[config.mk]
export PLATFORM = sky130hd
export DESIGN_NAME = lcb_exec
export DESIGN_NICKNAME = d
export VERILOG_FILES = /design/src/lcb_pkg.sv /design/src/lcb_dadj.sv /design/src/lcb_branch.sv /design/src/lcb_exec.sv
export VERILOG_INCLUDE_DIRS = /design/src
export SDC_FILE = /design/constraint.sdc
export NUM_CORES = 1
export LEC_CHECK = 0
export ABC_AREA = 1
export BUFFER_PORTS_ARGS = -buffer_cell sky130_fd_sc_hd__buf_4
export CORE_MARGIN = 3
export CORE_UTILIZATION = 40
export CTS_CLUSTER_DIAMETER = 40
export DETAILED_ROUTE_END_ITERATION = 7
export GPL_TIMING_DRIVEN = 0
export HOLD_SLACK_MARGIN = 0.02
export RECOVER_POWER = 25
export SKIP_LAST_GASP = 1
export SYNTH_ARGS = -nofsm -noshare
export SYNTH_HDL_FRONTEND = slang
export SYNTH_SLANG_ARGS = --single-unit
[constraint.sdc]
create_clock -name CLK -period 4.7 [get_ports CLK]
set_clock_uncertainty 0.05 [all_clocks]
set_input_delay 0.705 -clock CLK [delete_from_list [all_inputs] [get_ports CLK]]
set_output_delay 0.705 -clock CLK [all_outputs]
set_load 0.1 [all_outputs]
[src/lcb_defs.svh]
// constants for the logic, compare and decimal adjust execution block
`ifndef LCB_DEFS_SVH
`define LCB_DEFS_SVH

`define LCB_OP_ANL_A_DIR 8'h55
`define LCB_OP_ANL_A_IMM 8'h54
`define LCB_OP_ANL_DIR_A 8'h52
`define LCB_OP_ANL_DIR_IMM 8'h53
`define LCB_OP_ANL_C_BIT 8'h82
`define LCB_OP_ANL_C_NBIT 8'hb0
`define LCB_OP_COMPARE_JUMP_UNEQUAL_A_DIR 8'hb5
`define LCB_OP_COMPARE_JUMP_UNEQUAL_A_IMM 8'hb4
`define LCB_OP_CLR_A 8'he4
`define LCB_OP_CLR_C 8'hc3
`define LCB_OP_CLR_BIT 8'hc2
`define LCB_OP_CPL_A 8'hf4
`define LCB_OP_CPL_C 8'hb3
`define LCB_OP_CPL_BIT 8'hb2
`define LCB_OP_DA 8'hd4
// upper opcode fields of register and pointer forms
`define LCB_HI5_ANL_A_RN 5'h0b
`define LCB_HI5_COMPARE_JUMP_UNEQUAL_RN 5'h17
`define LCB_HI7_ANL_A_IND 7'h2b
`define LCB_HI7_COMPARE_JUMP_UNEQUAL_IND 7'h5b

`define LCB_BIT_RAM_NIB 4'h2
`define LCB_ACC_RST 8'h00
`define LCB_PC_RST 16'h0000
`define LCB_DA_LO_ADD 9'h006
`define LCB_DA_HI_ADD 9'h060
`define LCB_NIBBLE_MAX 4'h9
`define LCB_LEN_COMPARE_JUMP_UNEQUAL 2'h3

`endif

[src/lcb_pkg.sv]
// types shared by the execution block
`default_nettype none
package lcb_pkg;
    typedef enum logic [2:0] {
        LCB_IDLE = 3'b000,
        LCB_PTRA = 3'b001,
        LCB_PTRD = 3'b010,
        LCB_OPRA = 3'b011,
        LCB_OPRD = 3'b100,
        LCB_EXEC = 3'b101
    } lcb_state_t;

    typedef struct packed {
        logic rd;
        logic wr;
        logic latch;
        logic [7:0] addr;
        logic [7:0] wdata;
    } lcb_mem_t;

    typedef struct packed {
        logic cy;
        logic ac;
        logic ov;
    } lcb_flags_t;
endpackage : lcb_pkg
`default_nettype wire

[src/lcb_dadj.sv]
// decimal adjust of the accumulator after a packed bcd addition
`include "lcb_defs.svh"
`default_nettype none
module lcb_dadj (
    input wire logic [7:0] acc,
    input wire logic cy,
    input wire logic ac,
    output logic [7:0] result,
    output logic cy_out
);
    logic lo_adj;
    logic hi_adj;
    logic c1;
    logic [8:0] t1;
    logic [8:0] t2;

    always_comb
    begin
        lo_adj = (acc[3:0] > `LCB_NIBBLE_MAX) || ac;
        t1 = {1'b0, acc} + (lo_adj ? `LCB_DA_LO_ADD : 9'h000);
        c1 = cy | t1[8];
        hi_adj = c1 || (t1[7:4] > `LCB_NIBBLE_MAX);
        t2 = {1'b0, t1[7:0]} + (hi_adj ? `LCB_DA_HI_ADD : 9'h000);
        // net effect of one of four constants
        result = t2[7:0];
        cy_out = c1 | t2[8];
    end
endmodule : lcb_dadj
`default_nettype wire

[src/lcb_branch.sv]
// next program counter and unsigned compare for the execute step
`default_nettype none
module lcb_branch (
    input wire logic [15:0] pc,
    input wire logic [1:0] len,
    input wire logic [7:0] rel,
    input wire logic [7:0] lhs,
    input wire logic [7:0] rhs,
    input wire logic is_cmp,
    output logic [15:0] pc_next,
    output logic less
);
    logic [15:0] pc_seq;

    always_comb
    begin
        pc_seq = pc + {14'h0000, len};
        less = lhs < rhs;
        if (is_cmp && (lhs != rhs))
            pc_next = pc_seq + {{8{rel[7]}}, rel};
        else
            pc_next = pc_seq;
    end
endmodule : lcb_branch
`default_nettype wire

[src/lcb_exec.sv]
// execution datapath: byte and bit and, compare-branch, clear, complement, decimal adjust
`include "lcb_defs.svh"
`default_nettype none
module lcb_exec (
    input wire logic CLK,
    input wire logic RST_N,
    input wire logic START,
    input wire logic [7:0] OPCODE,
    input wire logic [7:0] OPERAND1,
    input wire logic [7:0] OPERAND2,
    input wire logic [15:0] PC_IN,
    input wire logic [1:0] BANK,
    input wire logic ADD_REQ,
    input wire logic ADD_WITH_CARRY,
    input wire logic [7:0] ADD_DATA,
    output lcb_pkg::lcb_mem_t MEM_REQ,
    input wire logic [7:0] MEM_RDATA,
    output logic BUSY,
    output logic DONE,
    output logic ILLEGAL,
    output logic [15:0] PC_OUT,
    output logic [7:0] ACC,
    output lcb_pkg::lcb_flags_t FLAGS,
    output logic PARITY
);
    function automatic logic [7:0] bit_byte(input logic [7:0] b);
        bit_byte = b[7] ? {b[7:3], 3'h0} : {`LCB_BIT_RAM_NIB, b[6:3]};
    endfunction : bit_byte

    function automatic logic uses_ptr(input logic [7:0] op);
        uses_ptr = (op[7:1] == `LCB_HI7_ANL_A_IND) || (op[7:1] == `LCB_HI7_COMPARE_JUMP_UNEQUAL_IND);
    endfunction : uses_ptr

    function automatic logic uses_rn(input logic [7:0] op);
        uses_rn = (op[7:3] == `LCB_HI5_ANL_A_RN) || (op[7:3] == `LCB_HI5_COMPARE_JUMP_UNEQUAL_RN);
    endfunction : uses_rn

    function automatic logic is_bitop(input logic [7:0] op);
        is_bitop = (op == `LCB_OP_ANL_C_BIT) || (op == `LCB_OP_ANL_C_NBIT) ||
                   (op == `LCB_OP_CLR_BIT) || (op == `LCB_OP_CPL_BIT);
    endfunction : is_bitop

    function automatic logic is_rmw(input logic [7:0] op);
        is_rmw = (op == `LCB_OP_ANL_DIR_A) || (op == `LCB_OP_ANL_DIR_IMM) ||
                 (op == `LCB_OP_CLR_BIT) || (op == `LCB_OP_CPL_BIT);
    endfunction : is_rmw

    function automatic logic is_compare_jump_unequal(input logic [7:0] op);
        is_compare_jump_unequal = (op == `LCB_OP_COMPARE_JUMP_UNEQUAL_A_DIR) || (op == `LCB_OP_COMPARE_JUMP_UNEQUAL_A_IMM) ||
                  (op[7:3] == `LCB_HI5_COMPARE_JUMP_UNEQUAL_RN) || (op[7:1] == `LCB_HI7_COMPARE_JUMP_UNEQUAL_IND);
    endfunction : is_compare_jump_unequal

    function automatic logic reads_opd(input logic [7:0] op);
        reads_opd = uses_rn(op) || is_bitop(op) || (op == `LCB_OP_ANL_A_DIR) ||
                    (op == `LCB_OP_ANL_DIR_A) || (op == `LCB_OP_ANL_DIR_IMM) ||
                    (op == `LCB_OP_COMPARE_JUMP_UNEQUAL_A_DIR);
    endfunction : reads_opd

    function automatic logic known(input logic [7:0] op);
        known = reads_opd(op) || uses_ptr(op) || is_compare_jump_unequal(op) || (op == `LCB_OP_ANL_A_IMM) ||
                (op == `LCB_OP_CLR_A) || (op == `LCB_OP_CLR_C) || (op == `LCB_OP_CPL_A) ||
                (op == `LCB_OP_CPL_C) || (op == `LCB_OP_DA);
    endfunction : known

    function automatic logic [1:0] op_len(input logic [7:0] op);
        if (is_compare_jump_unequal(op) || (op == `LCB_OP_ANL_DIR_IMM))
            op_len = `LCB_LEN_COMPARE_JUMP_UNEQUAL;
        else if (is_bitop(op) || (op == `LCB_OP_ANL_A_DIR) || (op == `LCB_OP_ANL_A_IMM) ||
                 (op == `LCB_OP_ANL_DIR_A))
            op_len = 2'h2;
        else
            op_len = 2'h1;
    endfunction : op_len

    function automatic logic [7:0] opd_addr(input logic [7:0] op, input logic [7:0] b2, input logic [1:0] bank);
        if (uses_rn(op))
            opd_addr = {3'h0, bank, op[2:0]};
        else if (is_bitop(op))
            opd_addr = bit_byte(b2);
        else
            opd_addr = b2;
    endfunction : opd_addr

    lcb_pkg::lcb_state_t state, next_state;
    logic [7:0] opc, next_opc;
    logic [7:0] b2, next_b2;
    logic [7:0] b3, next_b3;
    logic [15:0] pc, next_pc;
    logic [7:0] opd, next_opd;
    logic [7:0] acc, next_acc;
    lcb_pkg::lcb_flags_t flags, next_flags;
    lcb_pkg::lcb_mem_t mem, next_mem;
    logic done, next_done;
    logic illegal, next_illegal;
    logic [15:0] pc_out, next_pc_out;

    logic bitval;
    logic [7:0] bitmask;
    logic [7:0] lhs;
    logic [7:0] rhs;
    logic less;
    logic [15:0] pc_next;
    logic [7:0] da_res;
    logic da_cy;
    logic [8:0] sum9;
    logic [4:0] sum_lo;
    logic [7:0] sum_c6;
    logic cin;

    lcb_dadj u_dadj (
        .acc(acc),
        .cy(flags.cy),
        .ac(flags.ac),
        .result(da_res),
        .cy_out(da_cy)
    );

    lcb_branch u_branch (
        .pc(pc),
        .len(op_len(opc)),
        .rel(b3),
        .lhs(lhs),
        .rhs(rhs),
        .is_cmp(is_compare_jump_unequal(opc)),
        .pc_next(pc_next),
        .less(less)
    );

    always_comb
    begin
        bitval = opd[b2[2:0]];
        bitmask = 8'h01 << b2[2:0];
        // accumulator forms compare acc, others the fetched byte
        lhs = ((opc == `LCB_OP_COMPARE_JUMP_UNEQUAL_A_DIR) || (opc == `LCB_OP_COMPARE_JUMP_UNEQUAL_A_IMM)) ? acc : opd;
        rhs = (opc == `LCB_OP_COMPARE_JUMP_UNEQUAL_A_DIR) ? opd : b2;
        cin = ADD_WITH_CARRY & flags.cy;
        sum9 = {1'b0, acc} + {1'b0, ADD_DATA} + {8'h00, cin};
        sum_lo = {1'b0, acc[3:0]} + {1'b0, ADD_DATA[3:0]} + {4'h0, cin};
        sum_c6 = {1'b0, acc[6:0]} + {1'b0, ADD_DATA[6:0]} + {7'h00, cin};
    end

    always_comb
    begin
        next_state = state;
        next_opc = opc;
        next_b2 = b2;
        next_b3 = b3;
        next_pc = pc;
        next_opd = opd;
        next_acc = acc;
        next_flags = flags;
        next_mem = '0;
        next_done = 1'b0;
        next_illegal = 1'b0;
        next_pc_out = pc_out;
        case (state)
            lcb_pkg::LCB_IDLE:
            begin
                if (START)
                begin
                    next_opc = OPCODE;
                    next_b2 = OPERAND1;
                    next_b3 = OPERAND2;
                    next_pc = PC_IN;
                    // pointer read from the selected bank
                    if (uses_ptr(OPCODE))
                    begin
                        next_mem.rd = 1'b1;
                        next_mem.addr = {3'h0, BANK, 2'h0, OPCODE[0]};
                        next_state = lcb_pkg::LCB_PTRA;
                    end
                    else if (reads_opd(OPCODE))
                    begin
                        next_mem.rd = 1'b1;
                        next_mem.addr = opd_addr(OPCODE, OPERAND1, BANK);
                        next_mem.latch = is_rmw(OPCODE);
                        next_state = lcb_pkg::LCB_OPRA;
                    end
                    else
                        next_state = lcb_pkg::LCB_EXEC;
                end
                else if (ADD_REQ)
                begin
                    // add updates carry, aux carry and overflow
                    next_acc = sum9[7:0];
                    next_flags.cy = sum9[8];
                    next_flags.ac = sum_lo[4];
                    next_flags.ov = sum9[8] ^ sum_c6[7];
                end
            end
            lcb_pkg::LCB_PTRA:
                next_state = lcb_pkg::LCB_PTRD;
            lcb_pkg::LCB_PTRD:
            begin
                next_mem.rd = 1'b1;
                next_mem.addr = MEM_RDATA;
                next_state = lcb_pkg::LCB_OPRA;
            end
            lcb_pkg::LCB_OPRA:
                next_state = lcb_pkg::LCB_OPRD;
            lcb_pkg::LCB_OPRD:
            begin
                next_opd = MEM_RDATA;
                next_state = lcb_pkg::LCB_EXEC;
            end
            lcb_pkg::LCB_EXEC:
            begin
                next_done = 1'b1;
                next_illegal = !known(opc);
                next_pc_out = pc_next;
                next_state = lcb_pkg::LCB_IDLE;
                if ((opc == `LCB_OP_ANL_A_DIR) || (opc[7:3] == `LCB_HI5_ANL_A_RN) ||
                    (opc[7:1] == `LCB_HI7_ANL_A_IND))
                    next_acc = acc & opd;
                else if (opc == `LCB_OP_ANL_A_IMM)
                    next_acc = acc & b2;
                else if ((opc == `LCB_OP_ANL_DIR_A) || (opc == `LCB_OP_ANL_DIR_IMM))
                begin
                    // result back to the direct byte
                    next_mem.wr = 1'b1;
                    next_mem.addr = b2;
                    next_mem.wdata = opd & ((opc == `LCB_OP_ANL_DIR_A) ? acc : b3);
                end
                else if (opc == `LCB_OP_ANL_C_BIT)
                begin
                    if (!bitval)
                        next_flags.cy = 1'b0;
                end
                else if (opc == `LCB_OP_ANL_C_NBIT)
                begin
                    if (bitval)
                        next_flags.cy = 1'b0;
                end
                else if (is_compare_jump_unequal(opc))
                    next_flags.cy = less;
                else if (opc == `LCB_OP_CLR_A)
                    next_acc = `LCB_ACC_RST;
                else if (opc == `LCB_OP_CPL_A)
                    next_acc = ~acc;
                else if (opc == `LCB_OP_CLR_C)
                    next_flags.cy = 1'b0;
                else if (opc == `LCB_OP_CPL_C)
                    next_flags.cy = ~flags.cy;
                else if ((opc == `LCB_OP_CLR_BIT) || (opc == `LCB_OP_CPL_BIT))
                begin
                    next_mem.wr = 1'b1;
                    next_mem.addr = bit_byte(b2);
                    next_mem.wdata = (opc == `LCB_OP_CLR_BIT) ? (opd & ~bitmask) : (opd ^ bitmask);
                end
                else if (opc == `LCB_OP_DA)
                begin
                    // carry only ever set, overflow kept
                    next_acc = da_res;
                    next_flags.cy = da_cy;
                end
            end
            default:
                next_state = lcb_pkg::LCB_IDLE;
        endcase
    end

    always_ff @(posedge CLK)
    begin
        if (!RST_N)
        begin
            state <= lcb_pkg::LCB_IDLE;
            opc <= 8'h00;
            b2 <= 8'h00;
            b3 <= 8'h00;
            pc <= `LCB_PC_RST;
            opd <= 8'h00;
            acc <= `LCB_ACC_RST;
            flags <= '0;
            mem <= '0;
            done <= 1'b0;
            illegal <= 1'b0;
            pc_out <= `LCB_PC_RST;
            PARITY <= 1'b0;
        end
        else
        begin
            state <= next_state;
            opc <= next_opc;
            b2 <= next_b2;
            b3 <= next_b3;
            pc <= next_pc;
            opd <= next_opd;
            acc <= next_acc;
            flags <= next_flags;
            mem <= next_mem;
            done <= next_done;
            illegal <= next_illegal;
            pc_out <= next_pc_out;
            PARITY <= ^next_acc;
        end
    end

    assign MEM_REQ = mem;
    assign BUSY = (state != lcb_pkg::LCB_IDLE);
    assign DONE = done;
    assign ILLEGAL = illegal;
    assign PC_OUT = pc_out;
    assign ACC = acc;
    assign FLAGS = flags;

    logic exec;
    assign exec = (state == lcb_pkg::LCB_EXEC);
endmodule : lcb_exec
`default_nettype wire

==> results_dict.tcl <==
set metrics [dict create \
    status "completed" \
    die_w_um 142 \
    leakagePower_nw 4.15 \
    yosysTopAreaCell "dfxtp_1" \
    routed_via_density 5.43 \
    avgSynthCellArea_um2 6.37 \
    nets 1397 \
    fmax_ghz 0.223 \
    area_growth_pct 20.1 \
    p_int_w 0.00230 \
    crit_type "reg2reg" \
    port_buffers 112 \
    finalInstanceArea_um2 8860 \
    seq_area_frac_synth_pct 27.2 \
    tns_ns 0 \
    end_kind "flip-flop" \
    yosys_warnings 0 \
    grtUsageMet2_pct 41.1 \
    rows 49 \
    ios 113 \
    drt-total-wl_mm 26.5 \
    grt-ovfl-total 0 \
    core_um2 18000 \
    synth_top_family_by_area "simple AND/OR/NAND/NOR gates" \
    min_period_ns 4.48 \
    reg2reg_slack_ns 0.22 \
    n_antenna_cell 0 \
    grt_pass1_vias 7613 \
    dr_total_vias 8237 \
    hp-class "reg2reg" \
    cts_made_buffers 9 \
    cts_sinks 100 \
    pwr-share-seq_pct 27.3 \
    dieHeight_um 142 \
    cts-root-buf "clkbuf_16" \
    grt_pass1_wl_mm 40.8 \
    clkTransAtPathRegs_ns 0.07 \
    clockBufferDepth 2 \
    final-max-slew-violation-count 0 \
    antenna_found_initial 0 \
    dpl-instance-area_um2 8500 \
    synthTopCellsByArea "dfxtp_1 (27%), nand2_1 (13%), a21oi_1 (8.2%), o21ai_0 (7.7%), ha_1 (7.5%)" \
    swShare_pct 54.4 \
    synth_xor_xnor_area_share_pct 2.38 \
    fin_crit_sh_pct 95.3 \
    synth_top_area_share_pct 27.2 \
    muxShareOfSynthArea_pct 0 \
    synth_cells 1158 \
    post-dp-hpwl_mm 20.8 \
    synthDistinctLibCells 41 \
    final_cell_mix "nand2_1 (255), inv_1 (128), nor2_1 (120)" \
    synthSimpleGateAreaFrac_pct 29.8 \
    drive_gt1_share_pct 13.0 \
    worst_slew_margin_rel_pct 20.8 \
    place.gp.congestion 0.979 \
    h-tree-depth 3 \
    initial_core_util_pct 40.9 \
    ir_worst_vdd_v 0.000436 \
    antenna_left 0 \
    p_switching_w 0.00274 \
    multi_input_area_um2 4820 \
    wl_per_cell_um 17.5 \
    setup_viol 0 \
    cp.arrival_ns 4.69 \
    final_common_cell "nand2_1" \
    ys_ff_latch 100 \
    synth-compound-area-share_pct 21.8 \
    drt-initial-drc-count 600 \
    drc 0 \
    cp_data_required_time_ns 4.91 \
    clock_latency_ns 0.36 \
    grt_util_met3_pct 4.04 \
    synthesis.area_um2 7370 \
    top_usage_layer "met2" \
    crit_fanout 5 \
    pwr-share-comb_pct 57.3 \
    power.density_nw_per_um2 568 \
    synth_adder_area_share_pct 9.10 \
    regArea_um2 2010 \
    firstDrtPassIters 5 \
    track_usage_pct 25.9 \
    worst_setup_path_start_kind "flip-flop" \
    clockPowerShare_pct 15.4 \
    num-fill-cells 1940 \
    rsz0062_at_grt "true" \
    cts_tree "built" \
    worst_pin_slew_ns 1.19 \
    design.die.area_um2 20100 \
    worst_hold_slack_ns 0.421 \
    synth_fp_nets 1271 \
    hold_viol 0 \
    grt_max_degree 19 \
    grtUsageMet1_pct 36.4 \
    cap_violations 0 \
]
cell usage after synthesis (all sizes together):
| library cell | count |
|---|---|
| nand2 | 265 |
| inv | 133 |
| nor2 | 132 |
| a21oi | 121 |
| o21ai | 114 |
| dfxtp | 100 |
| nand3 | 77 |
| ha | 44 |
| clkbuf | 27 |
| nand4 | 18 |
| nor3 | 16 |
| xor2 | 15 |
| a31oi | 14 |
| o211ai | 14 |
| buf | 13 |
| o2111ai | 8 |
| fa | 6 |
| clkinv | 5 |
| xnor2 | 5 |
| a211oi | 4 |
| o21bai | 4 |
| or2 | 4 |
| a21o | 3 |
| nor4 | 3 |
| o22ai | 3 |
| a311oi | 2 |
| o21a | 2 |
| a32o | 1 |
| and2 | 1 |
| nand3b | 1 |
| o221ai | 1 |
| o31a | 1 |
| o31ai | 1 |
critical path, cell delays in order, from the launching register on:
cell      delay, ns
dfxtp_1        0.41
nor2_1         0.12
nand2_1        0.11
nor2_1         0.07
nor2_2         0.16
nand3_2        0.16
nor2_2         0.14
ha_2           0.18
inv_1          0.05
fa_2           0.37
nor2_2         0.10
nand2_2        0.09
nor4_4         0.28
nand4_1        0.22
nor2_2         0.20
nand3_1        0.13
xor2_2         0.26
ha_4           0.26
a21oi_1        0.15
nand2_1        0.07
a21oi_1        0.11
nand2_1        0.10
a21oi_2        0.14
o21ai_2        0.09
nand2_1        0.10
nand2_1        0.05
o21bai_1       0.16
inv_1          0.05
path summary, 6_finish.rpt:
kind,from,end,depth (start not counted)
setup / recovery,opc[2],PC_OUT[15],27
hold / removal,PC_OUT[13],PC_OUT[13],2
setup reg to reg,opc[2],PC_OUT[15],27
hold reg to reg,PC_OUT[13],PC_OUT[13],2
cell type report:
class                   count  area share [%]
plain buffers              39            2.13
clock buffers              10            2.70
clock inverters             6           0.650
inverters                 138            5.86
multi-input cells         880            54.4
flip-flops and latches    100            22.7
well taps                 229            3.23
repair buffers            116            8.39
cells by family (layout without fill, tap and decap cells):
group | Yosys count | count (layout)
AOI/OAI and AO/OA | 293 | 293
and+or+nand+nor | 517 | 517
DFF | 100 | 100
xor gates and xnor gates | 20 | 20
adders and majority gates | 50 | 50
buffers and inverters | 178 | 309
per-layer routing:
layer | up-vias | part of all wire (%)
li1 | 4119 | -
met1 | 3753 | 46
met2 | 313 | 45
met3 | 52 | 7.6
met4 | 0 | 2.3
met5 | - | 0
state kept, by name, summed over array words and instances (netlist names):
signal and flops:
ACC 8, DONE 1, FLAGS 3, ILLEGAL 1, MEM_REQ 19, PARITY 1
PC_OUT 16, b2 8, b3 8, opc 8, opd 8, pc 16
state 3
power groups by stage:
| stage | Combinational, W | Clock [W] | Sequential [W] |
|---|---|---|---|
| after floorplan | 0.00170 | 0 | 0.00170 |
| final | 0.00288 | 0.000775 | 0.00138 |
| after global routing | 0.00320 | 0.000816 | 0.00140 |
| after global placement | 0.00280 | 0 | 0.00138 |
| after detailed placement | 0.00282 | 0 | 0.00138 |
| after CTS | 0.00284 | 0.000784 | 0.00136 |
what timing repair did:
action                                  CTS  global route
gates cloned                              0             0
buffers inserted                          0             4
endpoints found under the setup margin    4             7
pin swaps                                 0            11
resized for setup                         6            35
hold buffers                              0             0
metrics by stage:
step / utilization, % / power, W / setup slack (ns) / std cells
2_1_floorplan: - / 0.00340 / 0.0546 / 1158
3_3_place_gp: 47.2 / 0.00418 / -0.269 / 1499
3_5_place_dp: 47.2 / 0.00419 / -0.293 / 1499
4_1_cts: 49.0 / 0.00498 / 0.0339 / 1515
5_1_grt: 49.1 / 0.00542 / -0.0975 / 1518
6_report: 49.1 / 0.00504 / 0.221 / 1518
No activity file was read; power rests on OpenSTA's default activity.
